<file path="config.mk">
export PLATFORM = sky130hd
export DESIGN_NAME = micp_host
export DESIGN_NICKNAME = d
export VERILOG_FILES = /design/src/rtl/micp_pkg.sv /design/src/rtl/micp_host.sv
export VERILOG_INCLUDE_DIRS = /design/src /design/src/rtl
export SDC_FILE = /design/constraint.sdc
export NUM_CORES = 1
export LEC_CHECK = 0
export ABC_AREA = 1
export BUFFER_PORTS_ARGS = -buffer_cell sky130_fd_sc_hd__buf_4
export CORE_UTILIZATION = 52
export CTS_BUF_LIST = sky130_fd_sc_hd__clkbuf_4
export DETAILED_ROUTE_END_ITERATION = 16
export PLACE_DENSITY_LB_ADDON = 0.25
export SLEW_MARGIN = 20
export SYNTH_ARGS = -nofsm -noshare
export SYNTH_HDL_FRONTEND = slang
export SYNTH_SLANG_ARGS = --single-unit
export TNS_END_PERCENT = 10
</file>
<file path="constraint.sdc">
create_clock -name CLK_I -period 1.4 [get_ports CLK_I]
set_clock_uncertainty 0.05 [all_clocks]
set_input_delay 0.28 -clock CLK_I [delete_from_list [all_inputs] [get_ports CLK_I]]
set_output_delay 0.28 -clock CLK_I [all_outputs]
set_load 0.01 [all_outputs]
</file>
<file path="src/rtl/micp_defines.svh">
`ifndef MICP_DEFINES_SVH
`define MICP_DEFINES_SVH

`define MICP_OFS_CTRL      8'h00
`define MICP_OFS_ADDR      8'h04
`define MICP_OFS_END       8'h08
`define MICP_OFS_WDATA     8'h0c
`define MICP_OFS_RDATA     8'h10
`define MICP_OFS_STATUS    8'h14

`define MICP_CTRL_START    0
`define MICP_CTRL_WRITE    1
`define MICP_CTRL_RIGHT    2
`define MICP_CTRL_LEFT     3
`define MICP_CTRL_MULDIV   4

`define MICP_ST_BUSY       0
`define MICP_ST_DONE       1
`define MICP_ST_ACK        2
`define MICP_ST_QUIESCENT  3
`define MICP_ST_LOCKOUT    4
`define MICP_ST_ACK_LATE   5

`define MICP_RST_WORD      16'h0000
`define MICP_RST_CTRL      3'h0

`define MICP_CLK_PERIOD_NS 40
`define MICP_ACK_MAX_NS    13000
`define MICP_ACK_MAX_CYC   (`MICP_ACK_MAX_NS / `MICP_CLK_PERIOD_NS)

`endif

</file>
<file path="src/rtl/micp_pkg.sv">
package micp_pkg;

  typedef enum logic [5:0] {
    ST_IDLE = 6'b000001,
    ST_REQ  = 6'b000010,
    ST_WAIT = 6'b000100,
    ST_CYC0 = 6'b001000,
    ST_CYC1 = 6'b010000,
    ST_CYC3 = 6'b100000
  } micp_state_t;

  // micro-operations toward the processor, true = asserted
  typedef struct packed {
    logic mem_cycle;
    logic left_byte;
    logic right_byte;
    logic data_clear;
    logic accum_inhibit;
    logic io_to_operand;
    logic func_to_addr;
    logic func_to_data;
  } micp_uop_t;

endpackage

</file>
<file path="src/rtl/micp_host.sv">
// Operation
// [RULE_01] idle request flop changes only at slot zero
// [RULE_02] no memory cycle before idle acknowledge
// [RULE_03] drop idle request at last cycle's slot zero
// [RULE_04] processor acknowledges within one to thirteen microseconds
// [RULE_05] processor refuses idle after single-cycle instruction
// [RULE_06] quiescent processor lets channel cycle memory anyway
// [RULE_07] no idle request during multiply or divide
// [RULE_08] lockout updates at fetch, slot three, second phase
// [RULE_09] memory cycle request pulses during slot zero
// [RULE_10] left strobe slot zero, right strobe slot one
// [RULE_11] full-word write pulses no byte strobe
// [RULE_12] clear data register whenever a byte is read
// [RULE_13] address load: inhibit, two gates at slot zero
// [RULE_14] function bus input needs external byte positioning
// [RULE_15] programmed io bus carries address and data in
// [RULE_16] function bus output offers no byte unpacking
// [RULE_17] direct data register output gives earliest read
// [RULE_18] suffix n means true low, p true high
// [RULE_19] end address compared by channel itself
// [RULE_20] write data loaded at slot one only
// [RULE_21] read data valid at slot three
// [RULE_22] micro-operations follow slot pulses exactly
//
// Added by the designer: the APB slave port and the register offsets.
`timescale 1ns/1ps
`include "micp_defines.svh"

module micp_host #(
  parameter int AW           = 16,
  parameter int ACK_MAX_CYC  = `MICP_ACK_MAX_CYC
) (
  input  wire logic          CLK_I,
  input  wire logic          RST_I,
  input  wire logic          PSEL_I,
  input  wire logic          PENABLE_I,
  input  wire logic          PWRITE_I,
  input  wire logic [7:0]    PADDR_I,
  input  wire logic [31:0]   PWDATA_I,
  output logic      [31:0]   PRDATA_O,
  output logic               PREADY_O,
  output logic               PSLVERR_O,
  input  wire logic          SLOT_ZERO_PULSE_N_I,
  input  wire logic          SLOT_ONE_PULSE_N_I,
  input  wire logic          SLOT_THREE_PULSE_N_I,
  input  wire logic          SECOND_PHASE_CLOCK_N_I,
  input  wire logic          IDLE_ACKNOWLEDGE_N_I,
  input  wire logic          QUIESCENT_STATUS_I,
  input  wire logic          MULTIPLY_DECODE_N_I,
  input  wire logic          DIVIDE_DECODE_N_I,
  input  wire logic          FETCH_STATE_FLAG_I,
  input  wire logic [15:0]   DATA_REG_OUT_N_I,
  output logic               IDLE_REQUEST_FF_N_O,
  output logic               MEMORY_CYCLE_REQUEST_N_O,
  output logic               LEFT_BYTE_STROBE_N_O,
  output logic               RIGHT_BYTE_STROBE_N_O,
  output logic               DATA_REG_CLEAR_N_O,
  output logic               ACCUM_GATE_INHIBIT_N_O,
  output logic               IO_BUS_TO_OPERAND_GATE_N_O,
  output logic               FUNCTION_TO_ADDRESS_GATE_N_O,
  output logic               FUNCTION_TO_DATA_GATE_N_O,
  output logic [15:0]        IO_DATA_N_O,
  output logic               IO_DATA_OE_O
);

  micp_pkg::micp_state_t state_reg;
  micp_pkg::micp_uop_t   uop_reg;
  micp_pkg::micp_uop_t   uop_next;
  logic [AW-1:0] addr_reg;
  logic [AW-1:0] end_reg;
  logic [15:0]   wdata_reg;
  logic [15:0]   rdata_reg;
  logic [15:0]   io_data_reg;
  logic [15:0]   io_data_next;
  logic          io_oe_reg;
  logic          write_reg;
  logic [1:0]    bytes_reg;
  logic          muldiv_reg;
  logic          done_reg;
  logic          idle_req_reg;
  logic          lockout_reg;
  logic          last_reg;
  logic          ack_late_reg;
  logic [15:0]   wait_cnt_reg;
  logic          s0_prev_reg;
  logic          s1_prev_reg;
  logic          s3_prev_reg;
  logic          pready_reg;
  logic          pslverr_reg;
  logic [31:0]   prdata_reg;

  logic s0, s1, s3, cb, ack, s0_rise, s0_fall, s1_fall, s3_fall;
  logic acc, wr, mapped, start, cyc_go;

  // active-low pins turned into true-high levels
  assign s0 = ~SLOT_ZERO_PULSE_N_I;      // RULE_18
  assign s1 = ~SLOT_ONE_PULSE_N_I;
  assign s3 = ~SLOT_THREE_PULSE_N_I;
  assign cb = ~SECOND_PHASE_CLOCK_N_I;
  assign ack = ~IDLE_ACKNOWLEDGE_N_I;
  assign s0_rise = s0 & ~s0_prev_reg;
  assign s0_fall = ~s0 & s0_prev_reg;
  assign s1_fall = ~s1 & s1_prev_reg;
  assign s3_fall = ~s3 & s3_prev_reg;

  // register bus: one wait cycle, answer registered
  assign acc = PSEL_I & PENABLE_I & ~pready_reg;
  assign wr = acc & PWRITE_I;
  assign mapped = (PADDR_I[1:0] == 2'h0) && (PADDR_I <= `MICP_OFS_STATUS);
  assign start = wr && mapped && PADDR_I == `MICP_OFS_CTRL
                 && PWDATA_I[`MICP_CTRL_START]
                 && state_reg == micp_pkg::ST_IDLE;

  // granted slot zero; slot-zero ops start here, not one clock later
  assign cyc_go = state_reg == micp_pkg::ST_WAIT && s0_rise
                  && (ack || QUIESCENT_STATUS_I);        // RULE_02 RULE_06

  always_ff @(posedge CLK_I) begin
    if (RST_I) begin
      pready_reg  <= 1'b0;
      pslverr_reg <= 1'b0;
      prdata_reg  <= 32'h0000_0000;
    end else begin
      pready_reg  <= acc;
      pslverr_reg <= acc & ~mapped;
      prdata_reg  <= 32'h0000_0000;
      if (acc && !PWRITE_I && mapped) begin
        case (PADDR_I)
          `MICP_OFS_CTRL: begin
            prdata_reg[`MICP_CTRL_WRITE]  <= write_reg;
            prdata_reg[`MICP_CTRL_RIGHT]  <= bytes_reg[0];
            prdata_reg[`MICP_CTRL_LEFT]   <= bytes_reg[1];
            prdata_reg[`MICP_CTRL_MULDIV] <= muldiv_reg;
          end
          `MICP_OFS_ADDR:  prdata_reg[AW-1:0] <= addr_reg;
          `MICP_OFS_END:   prdata_reg[AW-1:0] <= end_reg;
          `MICP_OFS_WDATA: prdata_reg[15:0] <= wdata_reg;
          `MICP_OFS_RDATA: prdata_reg[15:0] <= rdata_reg;
          `MICP_OFS_STATUS: begin
            prdata_reg[`MICP_ST_BUSY]      <= state_reg != micp_pkg::ST_IDLE;
            prdata_reg[`MICP_ST_DONE]      <= done_reg;
            prdata_reg[`MICP_ST_ACK]       <= ack;
            prdata_reg[`MICP_ST_QUIESCENT] <= QUIESCENT_STATUS_I;
            prdata_reg[`MICP_ST_LOCKOUT]   <= lockout_reg;
            prdata_reg[`MICP_ST_ACK_LATE]  <= ack_late_reg;
          end
          default: prdata_reg <= 32'h0000_0000;
        endcase
      end
    end
  end

  // control and block bounds; writes ignored while a block runs
  always_ff @(posedge CLK_I) begin
    if (RST_I) begin
      {write_reg, bytes_reg} <= `MICP_RST_CTRL;
      muldiv_reg <= 1'b0;
      end_reg    <= AW'(`MICP_RST_WORD);
      wdata_reg  <= `MICP_RST_WORD;
    end else if (wr && state_reg == micp_pkg::ST_IDLE) begin
      case (PADDR_I)
        `MICP_OFS_CTRL: begin
          write_reg  <= PWDATA_I[`MICP_CTRL_WRITE];
          bytes_reg  <= {PWDATA_I[`MICP_CTRL_LEFT], PWDATA_I[`MICP_CTRL_RIGHT]};
          muldiv_reg <= PWDATA_I[`MICP_CTRL_MULDIV];
        end
        `MICP_OFS_END:   end_reg <= PWDATA_I[AW-1:0];
        `MICP_OFS_WDATA: wdata_reg <= PWDATA_I[15:0];
        default: ;
      endcase
    end
  end

  // slot level history for edge detection
  always_ff @(posedge CLK_I) begin
    if (RST_I) begin
      s0_prev_reg <= 1'b0;
      s1_prev_reg <= 1'b0;
      s3_prev_reg <= 1'b0;
    end else begin
      s0_prev_reg <= s0;
      s1_prev_reg <= s1;
      s3_prev_reg <= s3;
    end
  end

  // multiply/divide lockout, sampled in fetch at slot three phase two
  always_ff @(posedge CLK_I) begin
    if (RST_I) begin
      lockout_reg <= 1'b0;
    end else if (FETCH_STATE_FLAG_I && s3 && cb) begin  // RULE_08
      lockout_reg <= ~MULTIPLY_DECODE_N_I | ~DIVIDE_DECODE_N_I;  // RULE_07
    end
  end

  // block sequencer
  always_ff @(posedge CLK_I) begin
    if (RST_I) begin
      state_reg    <= micp_pkg::ST_IDLE;
      idle_req_reg <= 1'b0;
      last_reg     <= 1'b0;
      done_reg     <= 1'b0;
      addr_reg     <= AW'(`MICP_RST_WORD);
      rdata_reg    <= `MICP_RST_WORD;
    end else begin
      if (wr && PADDR_I == `MICP_OFS_STATUS && PWDATA_I[`MICP_ST_DONE])
        done_reg <= 1'b0;
      if (wr && PADDR_I == `MICP_OFS_ADDR && state_reg == micp_pkg::ST_IDLE)
        addr_reg <= PWDATA_I[AW-1:0];
      case (state_reg)
        micp_pkg::ST_IDLE: begin
          if (start) begin
            done_reg  <= 1'b0;
            state_reg <= micp_pkg::ST_REQ;
          end
        end
        micp_pkg::ST_REQ: begin
          if (s0_rise && !(muldiv_reg && lockout_reg)) begin  // RULE_07
            idle_req_reg <= 1'b1;                            // RULE_01
            state_reg    <= micp_pkg::ST_WAIT;
          end
        end
        micp_pkg::ST_WAIT: begin
          // idle granted, or quiescent processor held by our request
          if (cyc_go) begin                                  // RULE_02 RULE_06
            last_reg  <= addr_reg == end_reg;                // RULE_19
            if (addr_reg == end_reg)
              idle_req_reg <= 1'b0;                          // RULE_03
            state_reg <= micp_pkg::ST_CYC0;
          end
        end
        micp_pkg::ST_CYC0: begin
          if (s0_fall)
            state_reg <= micp_pkg::ST_CYC1;
        end
        micp_pkg::ST_CYC1: begin
          if (s1_fall)
            state_reg <= micp_pkg::ST_CYC3;
        end
        micp_pkg::ST_CYC3: begin
          if (s3 && !write_reg)
            rdata_reg <= ~DATA_REG_OUT_N_I;                  // RULE_17 RULE_21
          if (s3_fall) begin
            addr_reg  <= addr_reg + 1'b1;
            if (last_reg) begin
              done_reg  <= 1'b1;
              state_reg <= micp_pkg::ST_IDLE;
            end else begin
              state_reg <= micp_pkg::ST_WAIT;
            end
          end
        end
        default: state_reg <= micp_pkg::ST_IDLE;
      endcase
    end
  end

  // idle grant watchdog, flags an overlong wait without aborting
  always_ff @(posedge CLK_I) begin
    if (RST_I || start) begin
      wait_cnt_reg <= 16'h0000;
      ack_late_reg <= 1'b0;
    end else if (state_reg == micp_pkg::ST_WAIT && !ack
                 && !QUIESCENT_STATUS_I) begin
      if (wait_cnt_reg >= 16'(ACK_MAX_CYC))
        ack_late_reg <= 1'b1;                                // RULE_04
      else
        wait_cnt_reg <= wait_cnt_reg + 16'h0001;
    end
  end

  // micro-operations track the slot levels of the active phase
  always_comb begin
    uop_next     = '0;
    io_data_next = 16'hffff;
    if ((state_reg == micp_pkg::ST_CYC0 || cyc_go) && s0) begin  // RULE_22
      uop_next.mem_cycle     = 1'b1;                         // RULE_09
      uop_next.accum_inhibit = 1'b1;                         // RULE_13
      uop_next.io_to_operand = 1'b1;
      uop_next.func_to_addr  = 1'b1;
      uop_next.left_byte     = bytes_reg[1];                 // RULE_10
      uop_next.data_clear    = |bytes_reg;                   // RULE_12
      io_data_next = ~16'(addr_reg);                         // RULE_15
    end
    // slot one may open in the clock that closes slot zero
    if ((state_reg == micp_pkg::ST_CYC0 || state_reg == micp_pkg::ST_CYC1)
        && s1) begin
      uop_next.right_byte = bytes_reg[0];                    // RULE_10 RULE_11
      if (write_reg) begin
        uop_next.accum_inhibit = 1'b1;
        uop_next.io_to_operand = 1'b1;
        uop_next.func_to_data  = 1'b1;                       // RULE_20
        io_data_next = ~wdata_reg;                           // RULE_14
      end
    end
  end

  always_ff @(posedge CLK_I) begin
    if (RST_I) begin
      uop_reg     <= '0;
      io_data_reg <= 16'hffff;
      io_oe_reg   <= 1'b0;
    end else begin
      uop_reg     <= uop_next;
      io_data_reg <= io_data_next;
      io_oe_reg   <= uop_next.io_to_operand;
    end
  end

  assign PRDATA_O                     = prdata_reg;
  assign PREADY_O                     = pready_reg;
  assign PSLVERR_O                    = pslverr_reg;
  assign IDLE_REQUEST_FF_N_O          = ~idle_req_reg;
  assign MEMORY_CYCLE_REQUEST_N_O     = ~uop_reg.mem_cycle;
  assign LEFT_BYTE_STROBE_N_O         = ~uop_reg.left_byte;
  assign RIGHT_BYTE_STROBE_N_O        = ~uop_reg.right_byte;
  assign DATA_REG_CLEAR_N_O           = ~uop_reg.data_clear;
  assign ACCUM_GATE_INHIBIT_N_O       = ~uop_reg.accum_inhibit;
  assign IO_BUS_TO_OPERAND_GATE_N_O   = ~uop_reg.io_to_operand;
  assign FUNCTION_TO_ADDRESS_GATE_N_O = ~uop_reg.func_to_addr;
  assign FUNCTION_TO_DATA_GATE_N_O    = ~uop_reg.func_to_data;
  assign IO_DATA_N_O                  = io_data_reg;
  assign IO_DATA_OE_O                 = io_oe_reg;
endmodule

</file>
==> metrics.md, run 1 <==
| Metric | Value |
|---|---|
| Crit Path Class | reg -> reg |
| Gate Count Post-Synth | 933 |
| RSZ-0062 raised after global routing | yes |
| Layout cells sized above 1 | 31.3% |
| GRT Resource Usage Total | 31.5% |
| Synth Register Bits | 138 |
| Total grt overflow | 0 |
| Mux share of post-synthesis cell area | 0% |
| Vias/cell | 5.28 |
| Status | finished, violations left |
| DRC Markers | 0 |
| Post-Layout Inst Area | 9550 µm² |
| Endpoints failing setup | 116 |
| Std-Cell Rows | 40 |
| Root Driver | clkbuf_4 |
| Sequential-to-total area share from yosys stat | 41.8% |
| Hold_ws | 0.0786 ns |
| Maximum fanout along the worst path | 6 |
| Post-Route WL | 21,100 µm |
| CTS clk-pin slew, worst paths | 0.12 ns |
| Setup WS post-layout | -0.290 ns |
| Commonest non-fill, non-tap cells in the layout | 177 x buf_4, 142 x nand2_1, 112 x dfxtp_1, 106 x inv_1, 87 x nor2_1 |
| Cell variety after synth | 37 |
| Core ar. | 12,200 µm² |
| Slew Limit Fails | 0 |
| Xor-xnor portion of the synthesized cell area | 3.18% |
| Router iterations before antenna repair | 5 |
| Total Die Area | 13,200 µm² |
| CTS tree | done |
| First-pass GRT wire length | 31,300 µm |
| Flop2flop setup slack | -0.29 ns |
| Vias in the first global route | 6,607 |
| Overall Power | 9120 µW |
| Die height | 115 µm |
| Clk buf depth | 2 |
| Initial drt markers | 498 |
| CP delay by family, top | simple AND/OR/NAND/NOR gates |
| RePlAce Congestion | 0.934 |
| Die Width | 115 µm |
| I/O pin cnt | 130 |
| CTS sink count | 138 |
| Vias | 7,136 |
| Area share of fa/ha/maj cells after synthesis | 0.758% |
| CP bufs+invs | 3 |
| Leak | 0.00418 µW |
| Port bufs | 97 |
| Failing checks | negative setup slack |
| Initial Util | 54.1% |
| Mapped Area | 6610 µm² |
| Fin. Hold Viols | 0 |
| CTS H-tree depth | 4 |
| Simple-Gate Fraction of Synth Area | 25.5% |
| Post-Syn Area per Cell | 7.08 µm² |
| Avg WL per Cell | 15.6 µm |
| Worst vdd rail ir drop | 0.739 mV |
| Hold crit path type | in -> reg |
| Final Cycle Share | 121% |
| Antenna violations before repair | 0 |
| DP HPWL | 14,300 µm |
| Critical Path RT | 1.83 ns |
| Critical path launch point type | register |
| Placed instance count | 1,274 |
| Max stage delay cell, worst path | dfxtp_2 |
| P per Cell Area | 954 nW/µm² |
| Area growth syn-to-layout | 44.6% |
| WP data arrival | 2.12 ns |
| MaxCap Viol Count | 0 |
| Min Tclk post-route | 1.69 ns |
| Area post-placement | 8300 µm² |
| Crit path largest cell delay | 0.36 ns |
| Yosys warning total | 0 |
| NumNets Final | 1,245 |
| Ant diodes | 0 |
| Fraction of the mapped netlist area in compound gates | 16.5% |
| Non-filler cells, final | 1,351 |
| Cell breakdown of the critical path | nor2_4 > nand3_4 > nor2_4 > buf_6 > nand2_8 > buf_12 > nand2_1 > o21ai_1 > o21ai_1 > inv_1 |
| Largest family of logic cells by synthesized area | simple AND/OR/NAND/NOR gates |
| Num CTS Buffers | 17 |
| Worst setup EP type | register |
| Commonest non-fill, non-tap cell in the layout | buf_4 |
| Clk_lat worst skew | 0.58 ns |
| Antenna-violating nets left | 0 |
| Largest net degree at the start of global routing | 52 |
| Fmax | 592 MHz |
| Util after Layout | 78.2% |
-- report_power, final --
group | internal [µW] | leakage, µW | switching (µW) | total [µW]
sequential | 4040 | 0.00112 | 95.0 | 4140
clock | 1380 | 0.000164 | 1500 | 2890
combinational | 960 | 0.00289 | 1130 | 2090
-- path summary, 6_finish.rpt --
check	start	to	cells after the start
setup reg to reg	state_reg[4]	addr_reg[4]	10
setup / recovery	state_reg[4]	addr_reg[4]	10
hold / removal	FETCH_STATE_FLAG_I	lockout_reg	3
hold reg to reg	wait_cnt_reg[11]	wait_cnt_reg[11]	2
-- through the flow --
step | setup slack (ns) | setup TNS (ns)
finish | -0.290 | -19.99
global route | -0.371 | -31.14
CTS | -0.237 | -15.89
detailed placement | -0.321 | -26.31
global placement | -0.309 | -24.62
floorplan | -0.0270 | -0.463
-- worst min-delay path, stage by stage --
cell and delay (ns):
buf_4 0.11, or3b_2 0.21, a21oi_1 0.08
-- timing repair --
action / CTS / global route
buffers inserted: 2 / 3
endpoints found under the setup margin: 130 / 163
pin swaps: 5 / 14
gates resized for setup: 60 / 108
gates cloned: 0 / 2
hold buffers: 40 / 0
hold endpoints to repair: 58 / 0
-- routing by layer --
layer | up-vias | track usage (%) | share of wire [%]
met5 | - | 0 | 0
met2 | 313 | 54.9 | 51
li1 | 3480 | - | -
met3 | 90 | 7.62 | 6.6
met1 | 3253 | 35.3 | 38
met4 | 0 | 17.7 | 4.4
-- cells in the mapped netlist --
library cell	count	area (µm²)
a21boi_0	1	7.51
a21oi_1	83	415
a31oi_1	1	6.26
buf_2	19	95.1
buf_4	23	173
buf_6	1	11.3
clkbuf_1	14	52.6
conb_1	1	3.75
dfxtp_1	138	2760
ha_1	4	50.1
inv_1	118	443
inv_2	8	30.0
nand2_1	155	582
nand2_2	4	25.0
nand3_1	67	335
nand3_2	3	30.0
nand3b_1	3	22.5
nand3b_2	1	11.3
nand4_1	22	138
nor2_1	99	372
nor2_2	5	31.3
nor2_4	5	56.3
nor2b_1	1	6.26
nor3_1	5	25.0
nor3_4	2	32.5
nor4_1	1	6.26
o211ai_1	8	60.1
o21a_1	1	7.51
o21ai_0	82	410
o21ai_1	19	95.1
o21ai_2	1	8.76
o21bai_1	1	7.51
o22ai_1	11	68.8
or2_0	1	6.26
or3b_2	1	8.76
xnor2_1	6	52.6
xor2_1	18	158
-- logic make-up after synthesis --
logic type / after synthesis
fa+ha+maj: 4
buf+inv: 183
other cells: 1
simple gates: 375
flops: 138
compound gates: 208
xor+xnor: 24
-- final cells by class --
class,count,area [µm²]
clock buffer,17,128
timing repair buffer,261,2330
tap,168,210
sequential,138,2800
inverter,126,478
clock inverter,14,180
fill,883,2660
multi-input combinational,627,3420
Note: power is estimated with default switching activity, not from simulation.
==> inputs of run 2 (changes only) <==
--- a/config.mk
+++ b/config.mk
@@ -7,11 +7,12 @@
 export NUM_CORES = 1
 export LEC_CHECK = 0
 export ABC_AREA = 1
-export BUFFER_PORTS_ARGS = -buffer_cell sky130_fd_sc_hd__buf_4
+export BUFFER_PORTS_ARGS = -buffer_cell sky130_fd_sc_hd__buf_2
 export CORE_UTILIZATION = 52
 export CTS_BUF_LIST = sky130_fd_sc_hd__clkbuf_4
 export DETAILED_ROUTE_END_ITERATION = 16
 export PLACE_DENSITY_LB_ADDON = 0.25
+export SKIP_LAST_GASP = 1
 export SLEW_MARGIN = 20
 export SYNTH_ARGS = -nofsm -noshare
 export SYNTH_HDL_FRONTEND = slang
==> metrics.md, run 2 (same netlist as run 1, synthesis figures left out) <==
| Metric | Value |
|---|---|
| Die height | 115 µm (unchanged) |
| Total Die Area | 13,200 µm² (unchanged) |
| Std-Cell Rows | 40 (unchanged) |
| Area of the multi-input gates | 3320 µm² (-2.9%) |
| Min Tclk post-route | 1.71 ns (+0.0218 ns) |
| Crit Path Class | reg -> reg |
| P per Cell Area | 1010 nW/µm² (+6.3%) |
| Cell breakdown of the critical path | nor2_4 > nand3_4 > nor2_4 > buf_4 > nand3_1 > nand3_1 > nand2_1 > a21oi_1 |
| Area post-placement | 7990 µm² (-3.8%) |
| Worst Reg2Reg Path Length in Cells | 8 (-2) |
| Critical path launch point type | register |
| CTS clk-pin slew, worst paths | 0.13 ns (about the same) |
| Total grt overflow | 0 (unchanged) |
| First-pass GRT wire length | 31,700 µm (+1.1%) |
| Final Cycle Share | 122% (+1.6 points) |
| Hold crit path type | in -> reg |
| Vias/cell | 5.24 (-0.80%) |
| Commonest non-fill, non-tap cells in the layout | 145 x nand2_1, 130 x dfxtp_1, 115 x inv_1, 97 x buf_2, 97 x buf_4 |
| Critical Path RT | 1.84 ns (about the same) |
| Vias in the first global route | 6,717 (+1.7%) |
| Clk_lat worst skew | 0.56 ns (-0.02 ns) |
| CTS tree | done |
| Port bufs | 97 (unchanged) |
| Status | finished, violations left |
| Root Driver | clkbuf_4 |
| Critical R2R Launch | state_reg[5] |
| Maximum fanout along the worst path | 11 (+5) |
| Max stage delay cell, worst path | dfxtp_2 |
| Post-Layout Inst Area | 9120 µm² (-4.6%) |
| Area growth syn-to-layout | 38.0% |
| Crit path largest cell delay | 0.36 ns (about the same) |
| Num CTS Buffers | 17 (unchanged) |
| Endpoints failing setup | 127 (+9.5%) |
| Antenna-violating nets left | 0 (unchanged) |
| Setup WS post-layout | -0.312 ns (-0.0218 ns) |
| CTS H-tree depth | 4 (unchanged) |
| RSZ-0062 raised after global routing | yes |
| Vias | 7,037 (-1.4%) |
| Fill cell count | 962 (+8.9%) |
| Post-Route WL | 20,900 µm (-1.2%) |
| Antenna violations before repair | 0 (unchanged) |
| Worst setup EP type | register |
| Commonest non-fill, non-tap cell in the layout | nand2_1 |
| Leak | 0.00401 µW (-4.0%) |
| WHS Path Cells | 3 (unchanged) |
| Register Area | 2780 µm² (-0.72%) |
| Clk buf depth | 2 (unchanged) |
| Avg WL per Cell | 15.5 µm (-0.61%) |
| Hold Startpoint | PWDATA_I[6] |
| Fin. Hold Viols | 0 (unchanged) |
| Worst vdd rail ir drop | 0.663 mV (-10%) |
| Die Width | 115 µm (unchanged) |
| Util after Layout | 74.7% (-3.6 points) |
| Hold Path End | wdata_reg[6] |
| Initial Util | 54.1% (unchanged) |
| WP data arrival | 2.15 ns (+0.03 ns) |
| CTS sink count | 138 (unchanged) |
| DP HPWL | 14,100 µm (-1.3%) |
| Failing checks | negative setup slack |
| Reg2reg end | addr_reg[15] |
| MaxCap Viol Count | 0 (unchanged) |
| Ant diodes | 0 (unchanged) |
| Router iterations before antenna repair | 5 (unchanged) |
| Layout cells sized above 1 | 27.6% (-3.7 points) |
| Slew Limit Fails | 0 (unchanged) |
| Initial drt markers | 545 (+9.4%) |
| Core ar. | 12,200 µm² (unchanged) |
| NumNets Final | 1,237 (-0.64%) |
| Placed instance count | 1,263 (-0.86%) |
| DRC Markers | 0 (unchanged) |
| Fmax | 584 MHz (-1.3%) |
| I/O pin cnt | 130 (unchanged) |
| Non-filler cells, final | 1,343 (-0.59%) |
| RePlAce Congestion | 0.917 (-1.8%) |
| Critical Path Start | state_reg[5] |
| Flop2flop setup slack | -0.31 ns (-0.02 ns) |
| Largest net degree at the start of global routing | 52 (unchanged) |
| GRT Resource Usage Total | 31.4% (about the same) |
run 2: stage by stage:
| stage | worst slack, ns | TNS, ns | total power (µW) | hold slack (ns) |
|---|---|---|---|---|
| after global routing | -0.410 | -34.87 | 9620 | 0.0155 |
| after CTS | -0.197 | -15.70 | 8870 | 0.00137 |
| after detailed placement | -0.265 | -21.46 | 5690 | 0.371 |
| final | -0.312 | -22.24 | 9250 | 0.0198 |
| after global placement | -0.250 | -20.51 | 5670 | 0.366 |
| after floorplan | -0.0270 | -0.463 | 5030 | 0.302 |
run 2: worst max-delay path, delay by kind of cell, from the launching register on:
kind	cells	cell delay [ns]
flops	1	0.36
buf+inv	1	0.24
compound gates	1	0.10
simple gates	6	0.89
run 2: cell type report:
class	instances	area share [%]
timing repair buffer	253	21.9
inverter	126	5.21
tap	168	2.31
multi-input combinational	627	36.5
clock inverter	13	2.21
sequential	138	30.5
clock buffer	18	1.48
run 2: repair_timing:
action,in CTS,in global routing
setup endpoints to repair,118,154
setup buffers,2,8
hold buffers,36,0
endpoints found under the hold margin,44,0
gates resized for setup,19,55
pin swaps,6,18
cloned,0,5
run 2: power breakdown:
group	internal [µW]	leakage [µW]	switching [µW]	total [µW]
combinational	962	0.00272	1090	2050
clock	1590	0.000174	1480	3070
sequential	4040	0.00112	91.7	4130
run 2: how the worst max path moves through the flow:
| stage | end | slack (ns) | depth (start not counted) |
|---|---|---|---|
| 4_1_cts | IO_DATA_N_O[4] | -0.20 | 8 |
| 2_1_floorplan | addr_reg[2] | -0.03 | 10 |
| 3_5_place_dp | IO_DATA_N_O[5] | -0.26 | 9 |
| 6_report | addr_reg[15] | -0.31 | 8 |
| 3_3_place_gp | state_reg[0] | -0.25 | 8 |
| 5_1_grt | addr_reg[5] | -0.41 | 9 |
run 2: routing by layer:
metal  track usage [%]  up-vias  wire [µm]
met2              54.7      304      10400
met4              18.0        0        869
met1              36.0     3200       8350
met3              6.30       78       1310
li1                  -     3455          -
met5                 0        -          0
